File: config.mk
export PLATFORM = sky130hd
export DESIGN_NAME = rbc_reg
export DESIGN_NICKNAME = d
export VERILOG_FILES = /design/src/rtl/rbc_pkg.sv /design/src/rtl/rbc_bit_cell.sv /design/src/rtl/rbc_reg.sv
export SDC_FILE = /design/constraint.sdc
export NUM_CORES = 1
export LEC_CHECK = 0
export BUFFER_PORTS_ARGS = -buffer_cell sky130_fd_sc_hd__buf_2
export CELL_PAD_IN_SITES_DETAIL_PLACEMENT = 1
export CELL_PAD_IN_SITES_GLOBAL_PLACEMENT = 1
export CORE_ASPECT_RATIO = 0.8
export CORE_UTILIZATION = 35
export CTS_BUF_LIST = sky130_fd_sc_hd__clkbuf_16
export CTS_CLUSTER_DIAMETER = 30
export DETAILED_ROUTE_END_ITERATION = 8
export MAX_ROUTING_LAYER = met4
export PLACE_DENSITY = 0.95
export SLEW_MARGIN = 20
export SYNTH_ARGS = -nofsm -noshare
export SYNTH_HDL_FRONTEND = slang
export SYNTH_SLANG_ARGS = --single-unit
export TNS_END_PERCENT = 1
File: constraint.sdc
create_clock -name clk -period 2.04 [get_ports clk]
set_input_delay 0.408 -clock clk [delete_from_list [all_inputs] [get_ports clk]]
set_output_delay 0.408 -clock clk [all_outputs]
set_load 0.02 [all_outputs]
File: src/rtl/rbc_pkg.sv
// Purpose: shared constants and types for the register bit access cells
// Assumes: one 32-bit register built from per-bit access types
// Notes:   access type of each bit is a fixed code taken at elaboration
package rbc_pkg;

  localparam int unsigned DATA_W = 32;

  typedef enum logic [3:0] {
    RBC_RW                 = 4'h0,
    RBC_RO                 = 4'h1,
    RBC_READ_TO_SET        = 4'h2,
    RBC_READ_THEN_CLEAR    = 4'h3,
    RBC_WO                 = 4'h4,
    RBC_WRITE_ONE_CLEAR    = 4'h5,
    RBC_WRITE_ANY_CLEAR    = 4'h6,
    RBC_LATCH_LOW_CLEAR    = 4'h7,
    RBC_LATCH_HIGH_CLEAR   = 4'h8,
    RBC_SELF_CLEARING      = 4'h9,
    RBC_SELF_SETTING       = 4'hA,
    RBC_STICKY_HIGH_STATUS = 4'hB,
    RBC_RESERVED           = 4'hC
  } rbc_access_e;

  // reset value of every bit, lite and soft reset defaults
  localparam logic [DATA_W-1:0] RESET_VALUE = 32'h0000_0000;
  // value a write-only or reserved bit shows on read
  localparam logic               HIDDEN_READ = 1'b0;

endpackage : rbc_pkg

File: src/rtl/rbc_bit_cell.sv
// Purpose: one register bit with a selectable access behaviour
// Assumes: strobes are one-cycle pulses on clk, event inputs synchronous
// Notes:   hardware set wins over a host or read clear in the same cycle, except on a self-setting bit; lite and soft resets win over it
`timescale 1ns/1ps
module rbc_bit_cell #(
  parameter rbc_pkg::rbc_access_e ACCESS     = rbc_pkg::RBC_RW,
  parameter logic                 RESET_BIT  = 1'b0,
  parameter logic                 KEEP_LITE  = 1'b0,
  parameter logic                 KEEP_SOFT  = 1'b0
) (
  // clock and resets
  input  wire logic clk,
  input  wire logic reset_n,
  input  wire logic lite_reset,
  input  wire logic soft_reset,
  // access strobes
  input  wire logic rd_done,
  input  wire logic wr_en,
  input  wire logic wr_bit,
  // hardware side
  input  wire logic hw_cond,
  input  wire logic hw_clear,
  // state
  output logic      bit_q,
  output logic      rd_bit
);

  typedef struct packed {
    logic val;
    logic armed;
  } rbc_cell_s;

  rbc_cell_s st_q;
  rbc_cell_s st_d;

  always_comb begin
    st_d = st_q;
    case (ACCESS)
      rbc_pkg::RBC_RW: begin
        if (wr_en) st_d.val = wr_bit;
      end
      rbc_pkg::RBC_RO: begin
        st_d.val = hw_cond;
      end
      rbc_pkg::RBC_READ_TO_SET: begin
        if (wr_en) st_d.val = wr_bit;
        if (rd_done) st_d.val = 1'b1;
      end
      rbc_pkg::RBC_READ_THEN_CLEAR: begin
        if (rd_done) st_d.val = 1'b0;
        if (hw_cond) st_d.val = 1'b1;
      end
      rbc_pkg::RBC_WO: begin
        if (wr_en) st_d.val = wr_bit;
      end
      rbc_pkg::RBC_WRITE_ONE_CLEAR: begin
        if (wr_en && wr_bit) st_d.val = 1'b0;
        if (hw_cond) st_d.val = 1'b1;
      end
      rbc_pkg::RBC_WRITE_ANY_CLEAR: begin
        if (wr_en) st_d.val = 1'b0;
        if (hw_cond) st_d.val = 1'b1;
      end
      rbc_pkg::RBC_LATCH_LOW_CLEAR: begin
        // active-low latch: idles high, holds a low event
        if (rd_done) st_d.val = 1'b1;
        if (!hw_cond) st_d.val = 1'b0;
      end
      rbc_pkg::RBC_LATCH_HIGH_CLEAR: begin
        if (rd_done) st_d.val = 1'b0;
        if (hw_cond) st_d.val = 1'b1;
      end
      rbc_pkg::RBC_SELF_CLEARING: begin
        if (st_q.val && hw_clear) st_d.val = 1'b0;
        if (wr_en && wr_bit) st_d.val = 1'b1;
      end
      rbc_pkg::RBC_SELF_SETTING: begin
        // a host clear of a set bit wins; self-set acts only on a bit already at zero
        if (wr_en && !wr_bit) st_d.val = 1'b0;
        if (!st_q.val && hw_clear) st_d.val = 1'b1;
      end
      rbc_pkg::RBC_STICKY_HIGH_STATUS: begin
        // armed once read: then the bit follows the condition
        if (rd_done) st_d.armed = 1'b1;
        if (st_d.armed) st_d.val = hw_cond;
        if (hw_cond) st_d.val = 1'b1;
        if (!st_d.val) st_d.armed = 1'b0;
      end
      default: begin
        st_d.val = 1'b0;
      end
    endcase
    if ((lite_reset && !KEEP_LITE) || (soft_reset && !KEEP_SOFT)) begin
      st_d.val   = RESET_BIT;
      st_d.armed = 1'b0;
    end
  end

  always_ff @(posedge clk or negedge reset_n) begin
    if (!reset_n) st_q <= '{val: RESET_BIT, armed: 1'b0};
    else          st_q <= st_d;
  end

  assign bit_q  = st_q.val;
  assign rd_bit = (ACCESS == rbc_pkg::RBC_WO || ACCESS == rbc_pkg::RBC_RESERVED)
                  ? rbc_pkg::HIDDEN_READ : st_q.val;

endmodule : rbc_bit_cell

File: src/rtl/rbc_reg.sv
// Purpose: one 32-bit register built from per-bit access cells
// Assumes: host access port on clk; rd_done pulses when a read completes
// Notes:   read data is registered on the read request
//
// How it works
// read-only bits show their live value, writes ignored.
// read-to-set bits become one when read.
// read-then-clear bits return value, clear after the read, ignore writes.
// write-only bits accept writes; reads return a fixed hidden value.
// writing one clears a write-one-clear bit; zero leaves it.
// any write clears a write-any-clear bit.
// latch-low bits hold a low event until the register is read.
// latch-high bits hold a high event until the register is read.
// self-clearing bits drop to zero by themselves; writing zero does nothing.
// self-setting bits return to one by themselves; writing one does nothing.
// sticky-high status holds high after the condition until read.
// after its read, sticky-high follows the condition.
// bits marked keep-on-lite-reset survive a lite reset.
// bits marked keep-on-soft-reset survive a software reset.
// host writes zero to reserved bits; their read value is not guaranteed.
// read side effects only on a completed host read of this register.
`timescale 1ns/1ps
module rbc_reg #(
  parameter rbc_pkg::rbc_access_e ACCESS [rbc_pkg::DATA_W] = '{default: rbc_pkg::RBC_RW},
  parameter logic [rbc_pkg::DATA_W-1:0] KEEP_LITE = '0,
  parameter logic [rbc_pkg::DATA_W-1:0] KEEP_SOFT = '0
) (
  // clock and resets
  input  wire logic                       clk,
  input  wire logic                       reset_n,
  input  wire logic                       lite_reset,
  input  wire logic                       soft_reset,
  // host access
  input  wire logic                       sel,
  input  wire logic                       rd_req,
  input  wire logic                       rd_done,
  input  wire logic                       wr_req,
  input  wire logic [rbc_pkg::DATA_W-1:0] wr_data,
  output logic      [rbc_pkg::DATA_W-1:0] rd_data,
  // hardware side
  input  wire logic [rbc_pkg::DATA_W-1:0] hw_cond,
  input  wire logic [rbc_pkg::DATA_W-1:0] hw_clear,
  output logic      [rbc_pkg::DATA_W-1:0] value
);

  typedef struct packed {
    logic [rbc_pkg::DATA_W-1:0] rdata;
  } rbc_reg_s;

  rbc_reg_s                   st_q;
  rbc_reg_s                   st_d;
  logic [rbc_pkg::DATA_W-1:0] rd_bits;
  logic                       rd_hit;
  logic                       wr_hit;

  assign rd_hit = sel && rd_done;
  assign wr_hit = sel && wr_req;

  ////////////////////////////////////////////////////////////////////////
  for (genvar i = 0; i < rbc_pkg::DATA_W; i++) begin : g_bit
    rbc_bit_cell #(
      .ACCESS    (ACCESS[i]),
      .RESET_BIT (rbc_pkg::RESET_VALUE[i]),
      .KEEP_LITE (KEEP_LITE[i]),
      .KEEP_SOFT (KEEP_SOFT[i])
    ) u_cell (
      .clk        (clk),
      .reset_n    (reset_n),
      .lite_reset (lite_reset),
      .soft_reset (soft_reset),
      .rd_done    (rd_hit),
      .wr_en      (wr_hit),
      .wr_bit     (wr_data[i]),
      .hw_cond    (hw_cond[i]),
      .hw_clear   (hw_clear[i]),
      .bit_q      (value[i]),
      .rd_bit     (rd_bits[i])
    );
  end

  ////////////////////////////////////////////////////////////////////////
  always_comb begin
    st_d = st_q;
    if (sel && rd_req) st_d.rdata = rd_bits;
  end

  always_ff @(posedge clk or negedge reset_n) begin
    if (!reset_n) st_q <= '0;
    else          st_q <= st_d;
  end

  assign rd_data = st_q.rdata;

endmodule : rbc_reg

==> run metrics, run 1 <==
Max VDD drop about 0.41 mV; Area growth syn-to-layout 20.2%; Mapped Area ~3000 um2; post-synth cell types 13; reg-to-reg slack, setup 1220 ps; PD cells roughly 840 nW/um2; Vias/cell between 4 and 5; unrepaired setup endpoints after global routing no; IO Port Bufs 102; via count 2081; GR Layer Usage met1 a little over a fifth; fin crit period 1320 ps; Crit Path Max Fanout 3; static leakage a little under 2 nW; Post-Route WL 6790 um; number of global-route vias before repair 2271; Pre-antenna DRT Iters 4; Overflow after GRT 0; Final Cycle Share between 60 and 70%; slew margin rel. between 50% and 60%; Core Area approximately 8100 um2; critical-path cell list buf_2; Worst-Margin Slew between 600 and 700 ps; most common cell after layout, fill and taps aside buf_2; max-slew violations 0; Multi-input gate area 1010 um2; HPWL Detailed 4490 um; CTS H-tree lvls 3; yosys warns 0; Nets approximately 420; Worst setup SP type flip-flop; Seq/Total Area, Yosys 53.4%; Worst-path clk slew around 50 ps; Core Util, Final 44.4%; Wirelength per Cell 16.0 um; ant diodes 0; syn nets about 350; Max-cap violations 0; CTS Buf Count 9; met2 usage around 27%; antenna viol nets, final 0; most frequent cells in the layout buf_2 (102), dfrtp_1 (64), nand3_1 (32), a21oi_1 (32), mux2_1 (30); Crit path max-delay family flip-flops; Avg Cell Area, Syn 12.2 um2; Clock Sinks between 60 and 70; FP Rows 29; GR peak layer met2; Data arrival, critical path 910 ps; status completed; final hold vios 0; die area slightly below 9000 um2; RD Place Congestion 0.725; FF/Latch Area 1600 um2; top cells by area, synth dfrtp_1 (53%), mux2_1 (11%), a21bo_1 (9.3%); post-synthesis instance total 247; CTS Buffer Depth 2; WS Path Type reg -> out; WP buf/inv 1; CP Capture Type output port; later-pin clock latency in the skew report ~320 ps; first-pass GRT wire length 11500 um; Global Route met3 Usage ~4.3%; post-synth top area share 53.4%; antenna violations before repair 0; synthesized flop and latch total 64; Clock Skews 4.92 ps; largest net degree at the start of global routing 65; Tightest Hold Check Type in -> async; I/O pins approximately 170; WP data required about 1600 ps; total negative slack 0 ps; GR Util All Layers ~17%; DRC violations left 0; Fillers between 900 and 1000; Die X 106 um; CTS tree done; dominant cell type by area after synthesis dfrtp_1; DRT iter0 DRCs between 70 and 80; peak per-stage delay on the critical path between 400 and 500 ps; Setup-failing EPs final 0; share of layout cells above drive strength 1 approximately 40%; Root Driver clkbuf_16; slowest CP cell dfrtp_1; post-CTS sizing 0; Die H about 85 um; Fmax approximately 0.76 GHz; post-CTS setup buffer count 0; Starting Density 36.9%; Hold-fix buffers, CTS 0
-- cells by family (layout without fill, tap and decap cells) --
group	count (synthesis)	in the layout	share of synthesized area, %
buffers and inverters	53	122	12.9
and+or+nand+nor	34	34	5.75
muxes	32	32	12.0
DFF	64	64	53.4
AOI/OAI and AO/OA	64	64	16.0
-- sequential cells by signal, indices dropped and copies added (netlist names) --
| signal | flops |
|---|---|
| rd_data | 32 |
| g_bit.u_cell.bit_q | 32 |
-- synthesized netlist by cell type --
library cell	n
a21bo_1	28
a21bo_2	4
a21oi_1	32
buf_2	12
buf_4	34
buf_6	6
clkbuf_1	1
dfrtp_1	64
mux2_1	30
mux2_2	2
nand2_2	1
nand3_1	32
or2_1	1
-- cell type report --
class	count	share of cell area, %
tap	108	3.75
clock inverter	5	1.42
multi-input combinational	130	28.1
clock buffer	9	6.24
sequential	64	44.4
timing repair buffer	108	16.1
-- metal layers --
metal | up-vias | share of wire (%)
met1 | 1043 | 47
met3 | 5 | 5.2
met4 | 0 | 0.46
met2 | 70 | 48
met5 | - | 0
li1 | 963 | -
-- through the flow --
| step | cells | power [mW] | instance area, um2 | setup WS (ps) | hold WS [ps] |
|---|---|---|---|---|---|
| 2_1_floorplan | 247 | 1.53 | 3000 | 938 | 112 |
| 3_3_place_gp | 410 | 1.62 | 3330 | 538 | 432 |
| 3_5_place_dp | 410 | 1.63 | 3330 | 515 | 443 |
| 4_1_cts | 424 | 3.10 | 3610 | 717 | 96.8 |
| 5_1_grt | 424 | 3.18 | 3610 | 691 | 111 |
| 6_report | 424 | 3.04 | 3610 | 725 | 92.9 |
-- power breakdown --
part / internal, mW / total (mW) / switching [mW]
logic: 0.102 / 0.279 / 0.176
clock network: 0.921 / 1.44 / 0.516
registers: 1.31 / 1.33 / 0.0205
total: 2.33 / 3.04 / 0.713
-- final timing paths --
path | from | end | depth (start not counted)
max in group asynchronous | reset_n | g_bit[17].u_cell.bit_q$_DFFE_PN0P_ | 2
setup reg to reg | g_bit[21].u_cell.bit_q$_DFFE_PN0P_ | rd_data[21]$_DFFE_PN0P_ | 1
min in group clk | wr_data[29] | g_bit[29].u_cell.bit_q$_DFFE_PN0P_ | 3
hold / removal | reset_n | g_bit[3].u_cell.bit_q$_DFFE_PN0P_ | 2
hold reg to reg | rd_data[28]$_DFFE_PN0P_ | rd_data[28]$_DFFE_PN0P_ | 1
setup / recovery | g_bit[21].u_cell.bit_q$_DFFE_PN0P_ | value[21] | 1
Power figures use the tool's default switching activity.
==> run 2: changes to the inputs <==
--- a/config.mk
+++ b/config.mk
@@ -9,12 +9,12 @@
 export CELL_PAD_IN_SITES_DETAIL_PLACEMENT = 1
 export CELL_PAD_IN_SITES_GLOBAL_PLACEMENT = 1
 export CORE_ASPECT_RATIO = 0.8
-export CORE_UTILIZATION = 35
+export CORE_UTILIZATION = 33
 export CTS_BUF_LIST = sky130_fd_sc_hd__clkbuf_16
 export CTS_CLUSTER_DIAMETER = 30
 export DETAILED_ROUTE_END_ITERATION = 8
 export MAX_ROUTING_LAYER = met4
-export PLACE_DENSITY = 0.95
+export PLACE_DENSITY = 0.91
 export SLEW_MARGIN = 20
 export SYNTH_ARGS = -nofsm -noshare
 export SYNTH_HDL_FRONTEND = slang
==> constraint.sdc (replaced) <==
create_clock -name clk -period 1.3 [get_ports clk]
set_input_delay 0.26 -clock clk [delete_from_list [all_inputs] [get_ports clk]]
set_output_delay 0.26 -clock clk [all_outputs]
set_load 0.02 [all_outputs]
==> run 2 against run 1 <==
Effect of this change:
- non-clock buffer count unchanged
- clock power up 60%
- utilization down 1.9 points
- total power up 59%
==> run metrics, run 2 (synthesized netlist as in run 1, its figures left out) <==
Fillers 977 (+6.2%); Setup-failing EPs final 0 (unchanged); Sw Pwr 1.15 mW (+61%); later-pin clock latency in the skew report 320 ps (about the same); WS Path Type reg -> out; Die X 109 um (+2.9%); ant diodes 0 (unchanged); Starting Density 34.8% (-2.2 points); DRC violations left 0 (unchanged); WP data required 1040 ps (-590 ps); slew margin rel. 76.9% (+22 points); unrepaired setup endpoints after global routing no; FF/Latch Area 1600 um2 (unchanged); Crit Path Max Fanout 3 (unchanged); RD Place Congestion 0.691 (-4.7%); Final Cycle Share 88.9%; max-slew violations 0 (unchanged); HPWL Detailed 4340 um (-3.3%); first-pass GRT wire length 11100 um (-3.8%); Wirelength per Cell 15.6 um (-2.6%); DRT iter0 DRCs 82 (+7.9%); Nets 417 (unchanged); share of layout cells above drive strength 1 39.9% (-0.57 points); final hold vios 0 (unchanged); slowest CP cell dfrtp_1; switching share of power 23.7% (+0.25 points); via count 2081 (unchanged); Clock Skews 7.96 ps (+3.04 ps); Crit path max-delay family flip-flops; Int Pwr 3.69 mW (+58%); Fmax just under 0.9 GHz; hold depth 3; Final Non-Filler Cells 430 (+1.4%); Core Util, Final 42.5% (-1.9 points); CTS tree done; placed insts 413 (+0.73%); post-CTS sizing 0 (unchanged); CP Capture Type output port; status completed; Worst-path clk slew 60 ps (about the same); Core Area 8630 um2 (+6.2%); Die H 87.3 um (+2.9%); Worst setup SP type flip-flop; Worst-Margin Slew 347 ps (-326 ps); antenna violations before repair 0 (unchanged); Overflow after GRT 0 (unchanged); antenna viol nets, final 0 (unchanged); Worst path depth 1 (unchanged); post-route cell area 3670 um2 (+1.6%); I/O pins 168 (unchanged); static leakage 1.96 nW (+0.90%); CTS Buffer Depth 2 (unchanged); CTS H-tree lvls 3 (unchanged); IO Port Bufs 102 (unchanged); power share of the combinational group 9.4% (+0.2 points); CTS Buf Count 9 (unchanged); most common cell after layout, fill and taps aside buf_2; Data arrival, critical path 900 ps (about the same); Flop pwr share 43.0% (-0.6 points); FP Rows 30 (+3.4%); Pre-antenna DRT Iters 4 (unchanged); Worst Slack Setup Final 145 ps (-580 ps); Max VDD drop 0.507 mV (+23%); Max-cap violations 0 (unchanged); PD cells 1320 nW/um2 (+56%); Root Driver clkbuf_16; Tightest Hold Check Type in -> reg; peak per-stage delay on the critical path 400 ps (about the same); DP Worst Slack 77.6 ps (-438 ps); die area 9480 um2 (+5.9%); Area growth syn-to-layout 22.1%; FF-to-FF path depth 1 (unchanged); GR Util All Layers 15.5% (-1.4 points); Vias/cell 4.84 (-1.4%); critical-path cell list buf_2; most frequent cells in the layout buf_2 (102), dfrtp_1 (64), nand3_1 (32), a21oi_1 (32), mux2_1 (30); Clock Sinks 64 (unchanged); Multi-input gate area 1010 um2 (unchanged); fin crit period 1160 ps; power share of the clock group 47.6% (+0.3 points); largest net degree at the start of global routing 65 (unchanged); total negative slack 0 ps (unchanged); Post-Route WL 6700 um (-1.3%); number of global-route vias before repair 2186 (-3.7%); WP buf/inv 1 (unchanged); DP Area 3370 um2 (+1.1%)
## run 2: changes by cell type in the layout (fill, tap and decap cells not counted), sizes merged
cell	previous run	this run
clkinvlp	1	2
dlygate4sd3	0	1
inv	1	2
buf	108	107
## run 2: stage by stage
stage          total power, mW  hold WS [ps]
2_1_floorplan             2.40         -35.6
3_3_place_gp              2.56           298
3_5_place_dp              2.57           308
4_1_cts                   4.93           183
5_1_grt                   5.04           201
6_report                  4.83           194
## run 2: worst paths after layout
path,start,to,slack [ps]
setup / recovery,g_bit[19].u_cell.bit_q$_DFFE_PN0P_,value[19],140
hold / removal,wr_data[9],g_bit[9].u_cell.bit_q$_DFFE_PN0P_,190
min in group asynchronous,reset_n,rd_data[25]$_DFFE_PN0P_,500
hold reg to reg,rd_data[17]$_DFFE_PN0P_,rd_data[17]$_DFFE_PN0P_,490
max in group asynchronous,reset_n,rd_data[15]$_DFFE_PN0P_,530
setup reg to reg,g_bit[5].u_cell.bit_q$_DFFE_PN0P_,rd_data[5]$_DFFE_PN0P_,480
## run 2: cell type report
| type | count | share of cell area [%] |
|---|---|---|
| Clock buffer | 9 | 6.14 |
| Clock inverter | 7 | 1.77 |
| Timing Repair Buffer | 108 | 16.9 |
| Sequential cell | 64 | 43.7 |
| Tap cell | 112 | 3.82 |
| Multi-Input combinational cell | 130 | 27.6 |
## run 2: power by group through the flow
stage | Sequential (mW) | Combinational (mW) | Clock (mW)
global placement | 2.11 | 0.446 | 0
CTS | 2.08 | 0.463 | 2.39
floorplan | 2.15 | 0.246 | 0
global route | 2.09 | 0.497 | 2.46
detailed placement | 2.11 | 0.459 | 0
finish | 2.08 | 0.453 | 2.30
## run 2: repair_timing
action,4_1_cts,5_1_grt
hold endpoints to repair,64,0
hold buffers,1,0
setup buffers,0,0
## run 2: layer usage
layer | GRT usage, % | part of all wire, % | up-vias | wire [um]
met5 | - | 0 | - | 0
met4 | 4.05 | 0.55 | 0 | 37
met3 | 4.04 | 4.8 | 5 | 324
met2 | 24.2 | 48 | 65 | 3200
met1 | 20.1 | 47 | 1044 | 3140
li1 | - | - | 967 | -
==> run 3: changes to the inputs <==
==> constraint.sdc (replaced) <==
create_clock -name clk -period 1.3 [get_ports clk]
set_input_delay 0.065 -clock clk [delete_from_list [all_inputs] [get_ports clk]]
set_output_delay 0.065 -clock clk [all_outputs]
set_load 0.02 [all_outputs]
==> run 3 against run 2 <==
Effect of this change:
- total power rose by 4.0%
- via count rose by 1.3%
- sequential share of layout area fell by 0.47 points
- routed wire length rose by 0.18%
==> run metrics, run 3 (synthesized netlist as in run 1, its figures left out) <==
Flop pwr share 41.4% (-1.6 points); Final Cycle Share 73.6% (-15 points); Die X 109 um (unchanged); power share of the combinational group 9.0% (-0.4 points); Vias/cell 4.87 (+0.64%); Tightest Hold Check Type in -> reg; CP Capture Type output port; Worst-path clk slew 60 ps (about the same); slew margin rel. 75.1% (-1.8 points); Clock Sinks 64 (unchanged); Max-cap violations 0 (unchanged); IO Port Bufs 102 (unchanged); Nets 420 (+0.72%); Area growth syn-to-layout 23.5%; Pre-antenna DRT Iters 2 (-2); Root Driver clkbuf_16; max-slew violations 0 (unchanged); slowest CP cell dfrtp_1; Crit Path Max Fanout 3 (unchanged); largest net degree at the start of global routing 65 (unchanged); RD Place Congestion 0.671 (-2.9%); CTS Buffer Depth 2 (unchanged); CTS Buf Count 9 (unchanged); CTS H-tree lvls 3 (unchanged); WP data required 1240 ps (+200 ps); power share of the clock group 49.6% (+2.0 points); final hold vios 0 (unchanged); placed insts 413 (unchanged); Clock Skews 8.17 ps (+0.208 ps); post-CTS setup buffer count 0 (unchanged); PD cells 1360 nW/um2 (+2.9%); Overflow after GRT 0 (unchanged); peak per-stage delay on the critical path 400 ps (about the same); most common cell after layout, fill and taps aside buf_2; WS Path Type reg -> out; Sw Pwr 1.14 mW (-0.28%); WP buf/inv 1 (unchanged); later-pin clock latency in the skew report 320 ps (about the same); status completed; ant diodes 0 (unchanged); I/O pins 168 (unchanged); antenna viol nets, final 0 (unchanged); die area 9480 um2 (unchanged); number of global-route vias before repair 2221 (+1.6%); critical-path cell list buf_2; unrepaired setup endpoints after global routing no; HPWL Detailed 4400 um (+1.4%); Worst setup SP type flip-flop; Core Area 8630 um2 (unchanged); Post-Route WL 6720 um (+0.18%); Starting Density 34.8% (unchanged); Data arrival, critical path 890 ps (about the same); Wirelength per Cell 15.5 um (-0.52%); Final Non-Filler Cells 433 (+0.70%); GR Util All Layers 15.4% (-0.12 points); switching share of power 22.7% (-0.98 points); FP Rows 30 (unchanged); first-pass GRT wire length 11100 um (+0.19%); Fmax 1.05 GHz (+21%); DRT iter0 DRCs 66 (-20%); Worst-Margin Slew 374 ps (+27.0 ps); via count 2109 (+1.3%); fin crit period 957 ps (-199 ps); share of layout cells above drive strength 1 39.6% (-0.37 points); most frequent cells in the layout buf_2 (102), dfrtp_1 (64), nand3_1 (32), a21oi_1 (32), mux2_1 (30); Setup-failing EPs final 0 (unchanged); CTS tree done; antenna violations before repair 0 (unchanged); static leakage 1.98 nW (+0.88%); Crit path max-delay family flip-flops; Int Pwr 3.88 mW (+5.3%); total negative slack 0 ps (unchanged); DRC violations left 0 (unchanged); Die H 87.3 um (unchanged); Max VDD drop 0.520 mV (+2.5%)
run 3: metal layers:
layer	global-route usage [%]	up-vias	routed length [um]
li1	-	968	-
met1	19.2	1066	3060
met2	25.0	65	3260
met3	3.89	10	340
met4	4.05	0	51
met5	-	-	0
run 3: worst paths after layout:
check	cells past startpoint	end	slack, ps	from
worst max-delay path	1	value[20]	340	g_bit[20].u_cell.bit_q$_DFFE_PN0P_
worst min register to register	1	rd_data[26]$_DFFE_PN0P_	480	rd_data[26]$_DFFE_PN0P_
min in group asynchronous	3	rd_data[4]$_DFFE_PN0P_	310	reset_n
worst min-delay path	3	g_bit[16].u_cell.bit_q$_DFFE_PN0P_	5	wr_data[16]
worst max register to register	2	g_bit[7].u_cell.bit_q$_DFFE_PN0P_	480	g_bit[7].u_cell.bit_q$_DFFE_PN0P_
max in group asynchronous	3	g_bit[30].u_cell.bit_q$_DFFE_PN0P_	710	reset_n
run 3: area by class of cell:
cell class	instances	area [um2]
well taps	112	140
fillers	963	4930
multi-input cells	130	1010
repair buffers	111	638
flip-flops and latches	64	1600
clock buffers	9	225
clock inverters	7	87.6
run 3: tightest hold or removal path: stages:
cell and delay, ps:
buf_2 90, nand3_1 60, a21oi_1 60
run 3: metrics by stage:
stage	power (mW)	utilization [%]	hold slack, ps	setup slack (ps)	instance area (um2)
after global placement	2.55	38.8	103	332	3350
after floorplan	2.40	-	-231	443	3000
after global routing	5.24	42.9	7.49	303	3710
final	5.03	42.9	5.18	343	3710
after CTS	5.12	42.9	1.28	332	3710
after detailed placement	2.57	38.8	118	294	3350
run 3: power by group through the flow:
stage               logic, mW  registers [mW]  clock network [mW]
floorplan               0.246            2.15                   0
global placement        0.441            2.11                   0
detailed placement      0.455            2.12                   0
CTS                     0.464            2.08                2.58
global route            0.499            2.09                2.65
finish                  0.455            2.08                2.49
run 3: timing repair:
| item | in CTS | in global routing |
|---|---|---|
| hold buffers | 4 | 0 |
| gates resized for setup | 0 | 0 |
| hold endpoints to repair | 67 | 0 |
